## src/hdl/flash_seq_map.svh

```systemverilog
// Register offsets, key bytes, reset values and timing for the flash sequencer.
// Assumes inclusion by bare name from the modules; the package does not include it.
`ifndef FLASH_SEQ_MAP_SVH
`define FLASH_SEQ_MAP_SVH
`define OFF_CTRL 4'h0
`define OFF_ADDR 4'h1
`define OFF_DATA 4'h2
`define OFF_STAT 4'h3
`define OFF_BOOT 4'h4
`define KEY_USER_A 8'h50
`define KEY_USER_B 8'hA0
`define KEY_XROW_A 8'h52
`define KEY_XROW_B 8'hA2
`define FLASH_CONTROL_REG_HW 8'h00
`define FLASH_CONTROL_REG_SW 8'hF0
`define PC_BOOT 16'hF800
`define PC_USER 16'h0000
`define SBV_DEFAULT 8'hFC
`define USER_TOP 16'h7FFF
`define XROW_BASE 16'hFF80
`define BOOT_BASE 16'hF800
`define PAGE_BYTES 128
`define USER_BYTES 32768
`define PROG_TIME_US 100
`define CLK_MHZ 20
`define PROG_CYCLES (`PROG_TIME_US * `CLK_MHZ)
`define ACC_LOAD 2'h1
`define ACC_CTRL 2'h2
`endif

```

## src/hdl/flash_seq_pkg.sv

```systemverilog
// Types shared by both ends of the flash sequencer link.
// Assumes flash_seq_map.svh is on the include path.
package flash_seq_pkg;
	typedef enum logic [1:0] {
		acc_none,
		acc_load,
		acc_ctrl
	} acc_kind_t;
	typedef enum {
		dev_idle,
		dev_key,
		dev_prog
	} dev_state_t;
	typedef enum {
		core_idle,
		core_ack,
		core_drive,
		core_wait
	} core_state_t;
endpackage

```

## src/hdl/flash_link_if.sv

```systemverilog
// Link between the CPU core end and the flash sequencer end.
// Assumes one shared clock; the bench instantiates and wires both ends.
`timescale 1ns/100ps
interface flash_link_if;
	logic load_we;
	logic ctrl_we;
	logic from_boot;
	logic [15:0] addr;
	logic [7:0] wdata;
	logic busy;
	logic [7:0] flash_control_reg;
	logic [15:0] start_pc;
	logic boot_en;
	logic [7:0] boot_vec;
	modport device (
		input load_we, ctrl_we, from_boot, addr, wdata,
		output busy, flash_control_reg, start_pc, boot_en, boot_vec
	);
	modport core (
		output load_we, ctrl_we, from_boot, addr, wdata,
		input busy, flash_control_reg, start_pc, boot_en, boot_vec
	);
endinterface

```

## src/hdl/flash_seq_device.sv

```systemverilog
// Flash sequencer: column latches, key unlock, busy timer and reset boot selection.
// Assumes the core end drives the link on clk_i; pins are asynchronous.
`timescale 1ns/100ps
`include "flash_seq_map.svh"
module flash_seq_device #(
	parameter int PAGE_BYTES = `PAGE_BYTES,
	parameter int USER_BYTES = `USER_BYTES,
	parameter int PROG_CYCLES = `PROG_CYCLES
) (
	input wire logic clk_i,
	input wire logic reset_i,
	input wire logic boot_jump_bit_i,
	input wire logic program_strobe_pin_i,
	input wire logic external_access_pin_i,
	input wire logic ale_pin_i,
	flash_link_if.device link,
	output logic prog_done_o,
	output logic [15:0] prog_page_o
);
	import flash_seq_pkg::*;
	localparam int PW = $clog2(PAGE_BYTES);
	localparam int UW = $clog2(USER_BYTES);
	logic [7:0] user_flash_array [USER_BYTES];
	logic [7:0] extra_row [PAGE_BYTES];
	logic [7:0] column_latch [PAGE_BYTES];
	logic [PAGE_BYTES-1:0] latch_valid;
	typedef struct packed {
		dev_state_t st;
		logic [7:0] key;
		logic xrow;
		logic [15:0] page;
		logic [31:0] cnt;
		logic busy;
		logic [7:0] flash_control_reg;
		logic [15:0] pc;
		logic boot_en;
		logic [7:0] user_boot_vector_byte;
		logic in_reset;
		logic done;
	} dev_t;
	dev_t state_ff;
	dev_t nxt_state;
	logic program_strobe_pin_s;
	logic ea_s;
	logic ale_s;
	logic hw_boot;
	logic user_hit;
	logic xrow_hit;
	logic load_take;
	logic prog_end;

	// No reset on the synchronisers, so pin levels have settled when reset lifts
	pin_sync #(.INIT(1'b1)) u_program_strobe_pin (
		.clk_i(clk_i),
		.reset_i(1'b0),
		.pin_i(program_strobe_pin_i),
		.sync_o(program_strobe_pin_s)
	);
	pin_sync #(.INIT(1'b0)) u_ea (
		.clk_i(clk_i),
		.reset_i(1'b0),
		.pin_i(external_access_pin_i),
		.sync_o(ea_s)
	);
	pin_sync #(.INIT(1'b0)) u_ale (
		.clk_i(clk_i),
		.reset_i(1'b0),
		.pin_i(ale_pin_i),
		.sync_o(ale_s)
	);
	// Pins are sampled at the reset release edge, the falling edge of reset
	assign hw_boot = !program_strobe_pin_s && ea_s && ale_s;
	assign user_hit = link.addr <= `USER_TOP;
	assign xrow_hit = link.addr >= `XROW_BASE;
	// A load counts only inside a latch window and never while a page is in flight
	assign load_take = link.load_we && !state_ff.busy && (user_hit || xrow_hit);
	assign prog_end = state_ff.st == dev_prog && state_ff.cnt == 32'h0;

	always_comb begin
		nxt_state = state_ff;
		nxt_state.done = 1'b0;
		nxt_state.in_reset = 1'b0;
		if (state_ff.in_reset) begin
			nxt_state.boot_en = boot_jump_bit_i;
			if (hw_boot) begin
				nxt_state.flash_control_reg = `FLASH_CONTROL_REG_HW;
				nxt_state.pc = `PC_BOOT;
			end else begin
				nxt_state.flash_control_reg = `FLASH_CONTROL_REG_SW;
				nxt_state.pc = boot_jump_bit_i ? `PC_USER : `PC_BOOT;
			end
		end
		case (state_ff.st)
			dev_idle: begin
				if (link.ctrl_we && link.from_boot) begin
					if (link.wdata == `KEY_USER_A || link.wdata == `KEY_XROW_A) begin
						nxt_state.key = link.wdata;
						nxt_state.st = dev_key;
					end
				end
			end
			dev_key: begin
				// A wrong second key drops to idle; it is not taken as a new first key
				if (link.ctrl_we || link.load_we) begin
					nxt_state.st = dev_idle;
					if (link.ctrl_we && link.from_boot) begin
						if (state_ff.key == `KEY_USER_A && link.wdata == `KEY_USER_B) begin
							nxt_state.xrow = 1'b0;
							nxt_state.st = dev_prog;
						end else if (state_ff.key == `KEY_XROW_A
								&& link.wdata == `KEY_XROW_B) begin
							nxt_state.xrow = 1'b1;
							nxt_state.st = dev_prog;
						end
					end
				end
				// Loading one less than the count keeps busy up for exactly that many cycles
				if (nxt_state.st == dev_prog) begin
					nxt_state.busy = 1'b1;
					nxt_state.cnt = 32'(PROG_CYCLES - 1);
				end
			end
			dev_prog: begin
				if (state_ff.cnt == 32'h0) begin
					nxt_state.busy = 1'b0;
					nxt_state.done = 1'b1;
					nxt_state.st = dev_idle;
				end else begin
					nxt_state.cnt = state_ff.cnt - 32'h1;
				end
			end
			default: nxt_state.st = dev_idle;
		endcase
		// Latch loads are ignored while busy so the page in flight stays intact
		if (load_take) begin
			nxt_state.page = link.addr & ~16'(PAGE_BYTES - 1);
		end
		if (reset_i) begin
			nxt_state = '0;
			nxt_state.st = dev_idle;
			nxt_state.user_boot_vector_byte = `SBV_DEFAULT;
			nxt_state.flash_control_reg = `FLASH_CONTROL_REG_SW;
			nxt_state.pc = `PC_USER;
			nxt_state.in_reset = 1'b1;
		end
	end
	always_ff @(posedge clk_i) begin
		state_ff <= nxt_state;
	end
	// Loads fill latch bytes; the end of a program empties the latch
	always_ff @(posedge clk_i) begin
		if (reset_i) begin
			latch_valid <= '0;
		end else if (prog_end) begin
			latch_valid <= '0;
		end else if (load_take) begin
			latch_valid[link.addr[PW-1:0]] <= 1'b1;
		end
	end
	always_ff @(posedge clk_i) begin
		if (!reset_i && load_take) begin
			column_latch[link.addr[PW-1:0]] <= link.wdata;
		end
	end

	// Only bytes loaded since the last program are copied, the rest keep old contents
	// The array write happens in one cycle at the end; the timer models the wait
	always_ff @(posedge clk_i) begin
		if (!reset_i && prog_end) begin
			for (int i = 0; i < PAGE_BYTES; i++) begin
				if (latch_valid[i]) begin
					if (state_ff.xrow) begin
						extra_row[i] <= column_latch[i];
					end else begin
						user_flash_array[{state_ff.page[UW-1:PW], PW'(i)}] <=
							column_latch[i];
					end
				end
			end
		end
	end
	// The boot array has no write path here at all
	assign link.busy = state_ff.busy;
	assign link.flash_control_reg = state_ff.flash_control_reg;
	assign link.start_pc = state_ff.pc;
	assign link.boot_en = state_ff.boot_en;
	assign link.boot_vec = state_ff.user_boot_vector_byte;
	assign prog_done_o = state_ff.done;
	assign prog_page_o = state_ff.page;
endmodule

```

## src/hdl/pin_sync.sv

```systemverilog
// Two-flop synchroniser for one asynchronous pin level.
// Assumes clk_i is the sampling clock.
`timescale 1ns/100ps
module pin_sync #(
	parameter logic INIT = 1'b0
) (
	input wire logic clk_i,
	input wire logic reset_i,
	input wire logic pin_i,
	output logic sync_o
);
	typedef struct packed {
		logic meta;
		logic sync;
	} sync_state_t;
	sync_state_t state_ff;
	sync_state_t nxt_state;
	always_comb begin
		nxt_state.meta = pin_i;
		nxt_state.sync = state_ff.meta;
		if (reset_i) begin
			nxt_state.meta = INIT;
			nxt_state.sync = INIT;
		end
	end
	always_ff @(posedge clk_i) begin
		state_ff <= nxt_state;
	end
	assign sync_o = state_ff.sync;
endmodule

```

## src/flat_wrapper.sv

```systemverilog
// flat-port wrapper written by rule: the top's interface ports become plain ports
module flash_seq_device_flat import flash_seq_pkg::*;
#(
	parameter int PAGE_BYTES = `PAGE_BYTES,
	parameter int USER_BYTES = `USER_BYTES,
	parameter int PROG_CYCLES = `PROG_CYCLES
)
  (clk_i, reset_i, boot_jump_bit_i, program_strobe_pin_i, external_access_pin_i, ale_pin_i, prog_done_o, prog_page_o, link_load_we, link_ctrl_we, link_from_boot, link_addr, link_wdata, link_busy, link_flash_control_reg, link_start_pc, link_boot_en, link_boot_vec);
  flash_link_if link_i ();
  input wire logic clk_i;
  input wire logic reset_i;
  input wire logic boot_jump_bit_i;
  input wire logic program_strobe_pin_i;
  input wire logic external_access_pin_i;
  input wire logic ale_pin_i;
  output logic prog_done_o;
  output logic [15:0] prog_page_o;
  input wire logic [$bits(link_i.load_we)-1:0] link_load_we;
  input wire logic [$bits(link_i.ctrl_we)-1:0] link_ctrl_we;
  input wire logic [$bits(link_i.from_boot)-1:0] link_from_boot;
  input wire logic [$bits(link_i.addr)-1:0] link_addr;
  input wire logic [$bits(link_i.wdata)-1:0] link_wdata;
  output wire logic [$bits(link_i.busy)-1:0] link_busy;
  output wire logic [$bits(link_i.flash_control_reg)-1:0] link_flash_control_reg;
  output wire logic [$bits(link_i.start_pc)-1:0] link_start_pc;
  output wire logic [$bits(link_i.boot_en)-1:0] link_boot_en;
  output wire logic [$bits(link_i.boot_vec)-1:0] link_boot_vec;
  assign link_i.load_we = link_load_we;
  assign link_i.ctrl_we = link_ctrl_we;
  assign link_i.from_boot = link_from_boot;
  assign link_i.addr = link_addr;
  assign link_i.wdata = link_wdata;
  assign link_busy = link_i.busy;
  assign link_flash_control_reg = link_i.flash_control_reg;
  assign link_start_pc = link_i.start_pc;
  assign link_boot_en = link_i.boot_en;
  assign link_boot_vec = link_i.boot_vec;
  flash_seq_device #(.PAGE_BYTES(PAGE_BYTES), .USER_BYTES(USER_BYTES), .PROG_CYCLES(PROG_CYCLES)) u_core (.clk_i(clk_i), .reset_i(reset_i), .boot_jump_bit_i(boot_jump_bit_i), .program_strobe_pin_i(program_strobe_pin_i), .external_access_pin_i(external_access_pin_i), .ale_pin_i(ale_pin_i), .link(link_i), .prog_done_o(prog_done_o), .prog_page_o(prog_page_o));
endmodule
```

## config.mk

```make
export PLATFORM = sky130hd
export DESIGN_NAME = flash_seq_device_flat
export DESIGN_NICKNAME = d
export VERILOG_FILES = /design/src/hdl/flash_seq_pkg.sv /design/src/hdl/flash_link_if.sv /design/src/hdl/flash_seq_device.sv /design/src/hdl/pin_sync.sv /design/src/flat_wrapper.sv
export VERILOG_INCLUDE_DIRS = /design/src /design/src/hdl
export SDC_FILE = /design/constraint.sdc
export NUM_CORES = 1
export LEC_CHECK = 0
export ABC_AREA = 1
export BUFFER_PORTS_ARGS = -buffer_cell sky130_fd_sc_hd__buf_2
export CORE_UTILIZATION = 51
export DETAILED_ROUTE_END_ITERATION = 12
export PLACE_DENSITY = 0.74
export SLEW_MARGIN = 20
export SYNTH_ARGS = -nofsm -noshare
export SYNTH_HDL_FRONTEND = slang
export SYNTH_SLANG_ARGS = --single-unit
```

## constraint.sdc

```tcl
create_clock -name clk_i -period 5.4 [get_ports clk_i]
set_clock_uncertainty 0.2 [all_clocks]
set_input_delay 0.81 -clock clk_i [delete_from_list [all_inputs] [get_ports clk_i]]
set_output_delay 0.81 -clock clk_i [all_outputs]
set_load 0.02 [all_outputs]
```

Yosys cells after proc, flatten, opt, wreduce, memory -nomap -nowiden. Cells that the tools add are included.

Add/subtract/negate cells: 1. Reduce and logical (&&, ||, !) cells: 20. Divide/modulo/power cells: 0. Muxes and demuxes: 18. Equality and inequality tests: 14. Multipliers: 0. Shifts and indexed selects: 0. Bitwise gates (word level): 1. Order comparisons: 2.

Operators with widths (count): 32-bit 2-to-1 mux (6); 32-bit case mux with 3 select lines (1); 40-bit 2-to-1 mux (2); 33-bit case mux with 2 select lines (1); 32-bit logical NOT (2); 33-bit 2-to-1 mux (1); 32-bit by 1-bit equality test with 1-bit output, second input constant (1); 32-bit by 2-bit equality test with 1-bit output, second input constant (1); 32-bit by 3-bit equality test with 1-bit output, second input constant (1); 8-bit by 7-bit equality test with 1-bit output, second input constant (4); 32-bit by 1-bit subtractor with 32-bit output, second input constant (1); 24-bit 2-to-1 mux (1); 8-bit equality test, second input constant (2); 16-bit greater-or-equal comparator, second input constant (1); 16-bit by 15-bit less-or-equal comparator with 1-bit output, second input constant (1); 16-bit 2-to-1 mux (1); 3-bit AND reduction (4); 2-bit by 1-bit inequality test with 1-bit output, second input constant (4); 1-bit logical AND (7); 2-bit 2-to-1 mux (2); 1-bit logical OR (3); 1-bit 2-to-1 mux (3); 1-bit logical NOT (2); 2-bit inequality test, second input constant (1); other kinds (3) (3).

Register bits: 115. Memory bits (read-only): 0. Logic and storage cells: 72. Latch bits: 0. Output and inout bits: 51. Input bits: 33. RAM bits: 0. Memories kept: 0.

Depth between registers and ports, before layout. Gate-level depths: netlist (run 1).

Depth after elaboration: 10. Mapped depth: 12. Gate-level depth less buffers: 11.

Cells and area by module. A second synthesis (run 1) with hierarchy kept.

Cells, all modules: 698. Area, all modules: 4698.3 sq um.

By module, submodules not included: flash_seq_device (times used 1, area each 4529.3 sq um, cells each 679); pin_sync (u_core.u_ale ...) (times used 2, area each 55.1 sq um, cells each 6); pin_sync (u_core.u_program_strobe_pin) (times used 1, area each 58.8 sq um, cells each 7).

Worst setup path after synthesis (run 1). No wires, ideal clock.

Path type: input -> register. Start: input port link_wdata[2]. End: register u_core.state_ff[65] (netlist bit). Library setup time: 0.132 ns. Setup slack: 3.342 ns. Arrival time: 1.725 ns. Data required time: 5.068 ns. Buffers on the path: 1. Stages on the path: 11. Cells stage by stage: nor2_1 > nand3_1 > nor2_1 > nand2_1 > nand2_1 > nand2_1 > nand2_4 > clkinv_2 > buf_6 > nand2_1 > a21oi_1.

Longest elaborated chain between the ends: 10. Elaborated cells between the ends (all ways): 12. Those cells by class: eq/ne (4); mux (5); reduce/logical (3).

RTL lines: start: declaration (RTL line flat_wrapper.sv:22) `input wire logic [$bits(link_i.wdata)-1:0] link_wdata;`; 8-bit equality test (no line); 1-bit logical AND (no line); 2-bit 2-to-1 mux (RTL line flash_seq_device.sv:110) `` end else if (state_ff.key == `KEY_XROW_A ``; 32-bit 2-to-1 mux * (RTL line flash_seq_device.sv:107) `` if (state_ff.key == `KEY_USER_A && link.wdata == `KEY_USER_B) begin ``; 32-bit 2-to-1 mux * (RTL line flash_seq_device.sv:106) `if (link.ctrl_we && link.from_boot) begin`; 32-bit 2-to-1 mux * (RTL line flash_seq_device.sv:104) `if (link.ctrl_we || link.load_we) begin`; 32-bit 2-to-1 mux * (RTL line flash_seq_device.sv:93) `case (state_ff.st)`; 32-bit by 3-bit equality test with 1-bit output * (RTL line flash_seq_device.sv:118) `if (nxt_state.st == dev_prog) begin`; 2-bit by 1-bit inequality test with 1-bit output (no line) *; 3-bit AND reduction (no line) *; end signal: assignment (RTL line flash_seq_device.sv:148) `state_ff <= nxt_state;`; end: declaration (RTL line flash_seq_device.sv:41) `dev_t state_ff;`.

Every way passes the cells marked *; elsewhere a longest branch is shown, timed or not. The select of a mux whose other input is x is not followed. A chain may end at the register's enable or synchronous reset.

Final worst setup path (run 1).
Start: register u_core.state_ff[36] (netlist bit). End: register u_core.state_ff[38] (netlist bit).

Longest elaborated chain between the ends: 3. Elaborated cells between the ends (all ways): 6. Those cells by class: add/sub (1); eq/ne (1); mux (2); reduce/logical (2).

RTL lines: 32-bit by 1-bit subtractor with 32-bit output or 32-bit logical NOT (tied branches); 32-bit 2-to-1 mux or 2-bit inequality test (tied branches); 33-bit case mux with 2 select lines or 3-bit AND reduction (tied branches).

Parallel ways exist; a longest one is shown, timed or not. The select of a mux whose other input is x is not followed.

==> metrics, run 1 <==
synthesized area=4450 µm²; post_cts resized=0; max-slew violation count=0; die area=9110 µm²; Syn Area/Cell=6.98 µm²; critical path class=register to register; Startpoint Class=register; top cell type by total area after synthesis=dfxtp_1; RSZ-0062 raised after global routing=no; fin util=57.4%; reg-to-reg endpoint=u_core.state_ff[38]; crit path max fanout=33; crit path from=u_core.state_ff[36]; Worst R2R Setup Slack=2740 ps; CP Capture Type=register; Synth Register Bits=93; Vias=3826; register area share after synthesis=41.8%; Post-synth top flop=dfxtp_1; P&R area growth vs syn=7.45%; Buffers on Ports=46; dpl ws=2490 ps; Highest Clock Rate=0.375 GHz; DRT iter0 DRCs=163; maximum VDD drop=216 µV; Num CTS Buffers=9; largest net degree at the start of global routing=51; CTS H-tree depth=3; CTS tree=done; FP Rows=33; worst stage delay on the critical path=480 ps; Critical Path AT=2680 ps; Routed WL=8530 µm; ANT nets after route=0; synth top area cells=dfxtp_1 42%, nand2_1 14%, nor2_1 11%; synthesized netlist cell count=638; post-synth top area share=41.8%; setup_tns=0 ps; Final HPWL DP=6080 µm; worst-skew pair later-pin latency=380 ps; Post-DP Area=4590 µm²; capture point of the worst path=u_core.state_ff[38]; GRT Total Usage=19.4%; LEAKAGE=2.36 nW; Starting Density=53.4%; DR vias/cell=4.77; wire length per cell=10.6 µm; total grt overflow=0; Clock Sinks=93; gp weighted congestion=0.854; CP Depth=11; I/O Pins=84; clock-pin slew on the worst setup and hold paths=110 ps; Max-Cap Viols=0; Final setup violation count=0; initial antenna violation count=0; setup repair bufs after CTS=0; worst-margin pin slew=945 ps; post-route setup slack=2740 ps; CTS Root Cell=clkbuf_8; n_diodes=0; Distinct cells, synth=32; CP top delay family=simple AND/OR/NAND/NOR gates; R2R Path Start=u_core.state_ff[36]; Die Height=95.4 µm; critical-path cell list=inv_1, ha_1, nand2_2, nor2_4, and2_1, nand2_1, nand2_2, nand2_4, clkinv_2, nand2_1, a21oi_1; worst path required time=5410 ps; critical path's slowest cell=clkinv_2; Nets=726; Hold Violations, Final=0; layout cell share with drive strength beyond 1=10.9%; Buf/Inv on CP=2; Post-synth EDFFs=0; DRC Markers=0; Max clock buf depth=2; R2R cell count=11; Finished Cell Area=4780 µm²; max_slew headroom=37.0%; register name with the most flops=u_core.state_ff; Largest register FFs=73; fraction of registers with async set/reset=0%; worst hold path type=register to register; Core Box Area=8340 µm²; P per Cell Area=259 nW/µm²; first-pass GRT wire length=13900 µm; outcome=finished clean; synth warn=0; crit path time final=2660 ps; Final Cycle Share=49.3%; die width=95.4 µm; number of global-route vias before repair=3278; drt pass-1 iters=5; CTS Hold Bufs=0
-- cells in the final DEF, fill, tap and decap left out, drive strengths merged, types with 2 or more instances in the layout --
cell type	n
xor2	11
xnor2	4
clkbuf	9
conb	60
o21ai	10
and3	3
nor2	134
clkinv	4
nor3	9
inv	40
a21oi	49
buf	46
nand3	35
o21bai	2
nand3b	2
dfxtp	93
nand4	14
nor3b	2
nand2	165
-- power breakdown --
part	switching (mW)	total, mW	internal, mW
sequential	0.00641	0.711	0.705
combinational	0.0557	0.0748	0.0191
clock	0.273	0.455	0.182
-- Yosys cell counts (2+ instances only) --
master	instances
nand2_1	162
nor2_1	127
dfxtp_1	93
buf_4	51
a21oi_1	49
nand3_1	35
inv_1	34
nand4_1	14
xor2_1	11
nor3_1	9
o21ai_0	9
clkbuf_1	5
nor2_2	5
xnor2_1	4
and3_1	3
buf_6	3
buf_2	2
conb_1	2
inv_2	2
nand2_2	2
nand3b_1	2
nor2_4	2
nor3b_1	2
o21bai_1	2
-- layout make-up --
type	count	area (µm²)
fill	806	3560
multi-input combinational	505	2220
sequential	93	1860
timing repair buffer	46	230
inverter	37	140
tap	105	131
clock buffer	9	124
clock inverter	7	73.8
-- worst min-delay path by stage --
| stage | start | to | slack [ps] | cells after the start |
|---|---|---|---|---|
| after floorplan | u_core.u_ale.state_ff[1] | u_core.u_ale.sync_o | 110 | 0 |
| after global placement | u_core.u_ale.state_ff[1] | u_core.u_ale.sync_o | 110 | 0 |
| after detailed placement | u_core.u_ea.state_ff[1] | u_core.u_ea.sync_o | 110 | 0 |
| after CTS | u_core.u_ale.state_ff[1] | u_core.u_ale.sync_o | 140 | 0 |
| after global routing | u_core.u_ale.state_ff[1] | u_core.u_ale.sync_o | 150 | 0 |
| final | u_core.u_ale.state_ff[1] | u_core.u_ale.sync_o | 140 | 0 |
-- through the flow --
step / hold WS [ps] / power (mW) / cells
detailed placement: 114 / 0.801 / 786
finish: 141 / 1.24 / 802
CTS: 144 / 1.25 / 802
floorplan: 110 / 0.804 / 696
global route: 152 / 1.29 / 802
global placement: 110 / 0.800 / 786
-- kinds of logic after synthesis --
group,count (synthesis),share of synthesized area (%)
buffers and inverters,98,13.1
other,2,0.169
adders and majority gates,1,0.281
and+or+nand+nor,367,34.5
AOI/OAI and AO/OA,62,7.11
DFF,93,41.8
xor gates and xnor gates,15,2.95
-- metal layers --
metal  up-vias  GRT usage, %  wire (µm)
li1       2018             -          -
met1      1711          23.7       3920
met2        86          32.4       4100
met3        11          4.94        390
met4         0          8.21        121
met5         -             0          0
Note: power is estimated with default switching activity, not from simulation.
==> run 2: changes to the inputs <==
--- a/config.mk
+++ b/config.mk
@@ -8,9 +8,9 @@
 export LEC_CHECK = 0
 export ABC_AREA = 1
 export BUFFER_PORTS_ARGS = -buffer_cell sky130_fd_sc_hd__buf_2
-export CORE_UTILIZATION = 51
+export CORE_UTILIZATION = 50
 export DETAILED_ROUTE_END_ITERATION = 12
-export PLACE_DENSITY = 0.74
+export PLACE_DENSITY = 0.76
 export SLEW_MARGIN = 20
 export SYNTH_ARGS = -nofsm -noshare
 export SYNTH_HDL_FRONTEND = slang
==> constraint.sdc (replaced) <==
create_clock -name clk_i -period 2.2 [get_ports clk_i]
set_clock_uncertainty 0.2 [all_clocks]
set_input_delay 0.33 -clock clk_i [delete_from_list [all_inputs] [get_ports clk_i]]
set_output_delay 0.33 -clock clk_i [all_outputs]
set_load 0.02 [all_outputs]
==> metrics, run 2 (same netlist as run 1, synthesis figures left out) <==
outcome=finished clean (unchanged); DRC Markers=0 (unchanged); ANT nets after route=0 (unchanged); post-route setup slack=184 ps (was 2740 ps); Die Height=96.4 µm (was 95.4 µm); drt pass-1 iters=5 (unchanged); max-slew violation count=0 (unchanged); CTS H-tree depth=3 (unchanged); worst hold path type=input port to register (was register to register); FP Rows=34 (was 33); Nets=740 (was 726); clock-pin slew on the worst setup and hold paths=100 ps (was 110 ps); CP Capture Type=register (unchanged); die width=96.4 µm (was 95.4 µm); Buffers on Ports=46 (unchanged); Core Box Area=8680 µm² (was 8340 µm²); setup repair bufs after CTS=0 (unchanged); largest net degree at the start of global routing=50 (was 51); Num CTS Buffers=9 (unchanged); number of fill cells=843 (was 806); maximum VDD drop=548 µV (was 216 µV); Routed WL=9060 µm (was 8530 µm); crit path from=u_core.state_ff[36] (unchanged); first-pass GRT wire length=14700 µm (was 13900 µm); Post-DP Area=4680 µm² (was 4590 µm²); Finished Cell Area=4930 µm² (was 4780 µm²); wire length per cell=11.1 µm (was 10.6 µm); Hold Violations, Final=0 (unchanged); hold wc startpoint=link_addr[14] (was u_core.u_ale.state_ff[1]); initial antenna violation count=0 (unchanged); setup_tns=0 ps (unchanged); CTS tree=done (unchanged); Largest register FFs=73 (unchanged); GRT Total Usage=20.5% (was 19.4%); DR vias/cell=4.83 (was 4.77); Critical Path AT=2110 ps (was 2680 ps); layout cell share with drive strength beyond 1=12.2% (was 10.9%); Final HPWL DP=6460 µm (was 6080 µm); Starting Density=51.3% (was 53.4%); commonest non-fill, non-tap cell in the layout=nand2_1 (unchanged); Highest Clock Rate=0.496 GHz (was 0.375 GHz); Vias=3958 (was 3826); n_diodes=0 (unchanged); Max clock buf depth=2 (unchanged); Clock Sinks=93 (unchanged); die area=9290 µm² (was 9110 µm²); DRT iter0 DRCs=255 (was 163); Max-Cap Viols=0 (unchanged); LEAKAGE=2.43 nW (was 2.36 nW); Placed Cells=799 (was 786); total grt overflow=0 (unchanged); dpl ws=171 ps (was 2490 ps); gp weighted congestion=0.923 (was 0.854); worst path required time=2300 ps (was 5410 ps); critical path class=register to register (unchanged); max_slew headroom=65.9% (was 37.0%); Final setup violation count=0 (unchanged); number of global-route vias before repair=3450 (was 3278); register name with the most flops=u_core.state_ff (unchanged); Final Cycle Share=91.7% (was 49.3%); worst-skew pair later-pin latency=370 ps (was 380 ps); filler-free cell count of the finished design=819 (was 802); CTS Root Cell=clkbuf_8 (unchanged); crit path max fanout=32 (was 33); Startpoint Class=register (unchanged); most frequent cells in the layout=162 x nand2_1, 127 x nor2_1, 93 x dfxtp_1 (unchanged); fin util=56.8% (was 57.4%); P per Cell Area=634 nW/µm² (was 259 nW/µm²); R2R Path Start=u_core.state_ff[36] (unchanged); crit path time final=2020 ps (was 2660 ps); I/O Pins=84 (unchanged); P&R area growth vs syn=10.7% (was 7.45%); RSZ-0062 raised after global routing=no (unchanged); worst-margin pin slew=511 ps (was 945 ps)
run 2: changes by cell type in the layout (fill, tap and decap cells not counted):
cell           previous run  this run
clkinv_8                  1         0
ha_1                      1         0
bufinv_16                 0         1
buf_12                    0         1
inv_8                     2         1
clkinv_2                  1         2
clkinv_4                  2         1
dlygate4sd3_1             0         4
ha_2                      0         1
buf_4                     0         8
clkinvlp_4                0         1
buf_6                     0         1
run 2: metrics by stage:
stage,power (mW),hold slack (ps)
2_1_floorplan,1.97,110
3_3_place_gp,1.97,113
3_5_place_dp,1.97,114
4_1_cts,3.15,28.2
6_report,3.12,35.0
5_1_grt,3.25,31.4
run 2: final timing paths:
check	endpoint	slack (ps)	cells past startpoint
max	u_core.state_ff[66]	180	12
min	u_core.prog_page_o[14]	30	3
max reg2reg	u_core.state_ff[66]	180	12
min reg2reg	u_core.u_ale.sync_o	140	0
run 2: cell type report:
type / instances / area (µm²) / area share (%)
Multi-Input combinational cell: 505 / 2230 / 45.2
Sequential cell: 93 / 1860 / 37.8
Timing Repair Buffer: 60 / 362 / 7.34
Inverter: 37 / 140 / 2.84
Tap cell: 108 / 135 / 2.74
Clock buffer: 9 / 124 / 2.51
Clock inverter: 7 / 80.1 / 1.62
run 2: layer usage:
metal  vias to the layer above  global-route usage (%)  share of wire [%]  wire, µm
li1                       2058                       -                  -         -
met1                      1790                    24.2                 42      3810
met2                        99                    35.7                 51      4640
met3                        11                    4.62                4.9       440
met4                         0                    8.46                1.9       171
met5                         -                       0                  0         0
run 2: power breakdown:
| group | switching (mW) | internal (mW) | total (mW) | leakage, nW |
|---|---|---|---|---|
| clock | 0.641 | 0.541 | 1.18 | 0.102 |
| combinational | 0.140 | 0.0551 | 0.195 | 1.56 |
| sequential | 0.0161 | 1.73 | 1.75 | 0.765 |
run 2: what timing repair did:
item                                    CTS  global route
endpoints found under the setup margin    0             1
resized for setup                         0             2
hold buffers                              4             0
hold endpoints to repair                  4             0
run 2: worst max-delay path, cell delays in order (launching register included):
cell      delay [ps]
dfxtp_1          340
inv_1            100
ha_2             230
nand2_2          130
nor2_4           160
and2_1           140
nand2_1           60
nand2_2           70
nand2_4           50
clkinv_2          60
buf_12           170
nand2_1           80
a21oi_1          160
==> run 3: changes to the inputs <==
--- a/config.mk
+++ b/config.mk
@@ -10,7 +10,7 @@
 export BUFFER_PORTS_ARGS = -buffer_cell sky130_fd_sc_hd__buf_2
 export CORE_UTILIZATION = 50
 export DETAILED_ROUTE_END_ITERATION = 12
-export PLACE_DENSITY = 0.76
+export PLACE_DENSITY_LB_ADDON = 0.15
 export SLEW_MARGIN = 20
 export SYNTH_ARGS = -nofsm -noshare
 export SYNTH_HDL_FRONTEND = slang
==> metrics, run 3 (same netlist as run 1, synthesis figures left out) <==
Final setup violation count=0 (unchanged); post-route setup slack=231 ps (was 184 ps); Seq pwr share=57.7% (was 55.9%); filler-free cell count of the finished design=820 (was 819); Max clock buf depth=2 (unchanged); worst-skew pair later-pin latency=360 ps (was 370 ps); Int Power=2.22 mW (was 2.33 mW); commonest non-fill, non-tap cell in the layout=nand2_1 (unchanged); wire length per cell=10.7 µm (was 11.1 µm); max-slew violation count=0 (unchanged); I/O Pins=84 (unchanged); worst path required time=2230 ps (was 2300 ps); register area=1860 µm² (unchanged); drt pass-1 iters=4 (was 5); Core Box Area=8680 µm² (unchanged); DRT iter0 DRCs=142 (was 255); most frequent cells in the layout=162 x nand2_1, 127 x nor2_1, 93 x dfxtp_1 (unchanged); GRT Total Usage=20.3% (was 20.5%); setup_tns=0 ps (unchanged); first-pass GRT wire length=14500 µm (was 14700 µm); Sw Share=26.5% (was 25.5%); largest net degree at the start of global routing=50 (unchanged); Final HPWL DP=6370 µm (was 6460 µm); Clock Sinks=93 (unchanged); crit path max fanout=6 (was 32); Vias=3877 (was 3958); layout cell share with drive strength beyond 1=12.4% (was 12.2%); Placed Cells=800 (was 799); P per Cell Area=612 nW/µm² (was 634 nW/µm²); DR vias/cell=4.73 (was 4.83); LEAKAGE=2.44 nW (was 2.43 nW); CTS Root Cell=clkbuf_8 (unchanged); overall power=3.02 mW (was 3.12 mW); NetSw=0.802 mW (was 0.797 mW); Highest Clock Rate=0.508 GHz (was 0.496 GHz); Starting Density=51.3% (unchanged); number of global-route vias before repair=3389 (was 3450); gp weighted congestion=0.861 (was 0.923); n_diodes=0 (unchanged); CP Capture Type=register (unchanged); setup repair bufs after CTS=0 (unchanged); Startpoint Class=register (unchanged); Nets=741 (was 740); crit path time final=1970 ps (was 2020 ps); Hold Violations, Final=0 (unchanged); P&R area growth vs syn=10.9% (was 10.7%); CTS tree=done (unchanged); dpl ws=184 ps (was 171 ps); worst hold path type=input port to register (unchanged); ANT nets after route=0 (unchanged); initial antenna violation count=0 (unchanged); Die Height=96.4 µm (unchanged); total grt overflow=0 (unchanged); Largest register FFs=73 (unchanged); Comb pwr share=6.4% (was 6.2%); maximum VDD drop=579 µV (was 548 µV); worst-margin pin slew=534 ps (was 511 ps); number of fill cells=881 (was 843); register name with the most flops=u_core.state_ff (unchanged); DRC Markers=0 (unchanged); FP Rows=34 (unchanged); die area=9290 µm² (unchanged); outcome=finished clean (unchanged); Buffers on Ports=46 (unchanged); clock power share=35.9% (was 37.9%); max_slew headroom=64.4% (was 65.9%); Routed WL=8770 µm (was 9060 µm); die width=96.4 µm (unchanged); CTS H-tree depth=3 (unchanged); critical path class=register to register (unchanged); clock-pin slew on the worst setup and hold paths=100 ps (about the same); Final Cycle Share=89.5% (was 91.7%); RSZ-0062 raised after global routing=no (unchanged); Num CTS Buffers=9 (unchanged); area of the multi-input gates=2230 µm² (unchanged); Max-Cap Viols=0 (unchanged); Critical Path AT=2000 ps (was 2110 ps)
==> run 3: final cells by class <==
class | instances | area share, %
timing repair buffer | 61 | 7.90
tap | 108 | 2.74
clock inverter | 7 | 1.24
multi-input combinational | 505 | 45.1
inverter | 37 | 2.84
sequential | 93 | 37.7
clock buffer | 9 | 2.51
==> run 3: final timing paths <==
path	from	end	slack, ps	cells after the start
hold reg to reg	u_core.u_ale.state_ff[1]	u_core.u_ale.sync_o	150	0
setup reg to reg	u_core.state_ff[36]	u_core.link.busy	230	10
hold / removal	link_addr[10]	u_core.prog_page_o[10]	40	3
setup / recovery	u_core.state_ff[36]	u_core.link.busy	230	10
==> run 3: layer usage <==
metal	up-vias	part of all wire, %	GRT usage, %
li1	2050	-	-
met1	1749	45	23.6
met2	72	51	36.6
met5	-	0	0
met3	6	3.7	5.71
met4	0	0.84	5.15
==> run 3: per-stage QoR <==
step                      utilization, %  cell area, µm²  hold slack [ps]
after global routing                56.9            4940             18.1
after floorplan                        -            4670              110
after detailed placement            54.3            4710              116
after CTS                           56.9            4940             24.6
after global placement              54.3            4710              113
final                               56.9            4940             43.7
==> run 3: what timing repair did <==
action | 4_1_cts | 5_1_grt
setup endpoints to repair | 0 | 9
resized for setup | 0 | 1
hold buffers | 4 | 0
hold endpoints to repair | 4 | 0
==> run 3: power groups by stage <==
stage | Sequential, mW | Clock [mW] | Combinational (mW)
final | 1.75 | 1.08 | 0.194
after detailed placement | 1.79 | 0 | 0.187
after global placement | 1.78 | 0 | 0.184
after global routing | 1.75 | 1.21 | 0.219
after CTS | 1.75 | 1.13 | 0.193
after floorplan | 1.78 | 0 | 0.191
==> run 3: worst max-delay path, cell delays in order, from the launching register on <==
cell and delay, ps:
dfxtp_1 340, inv_1 100, ha_2 240, nand2_2 120
nor2_4 120, buf_4 150, nand2_1 130, nor3_1 220
nand3_1 110, nand2_1 70, a21oi_1 50
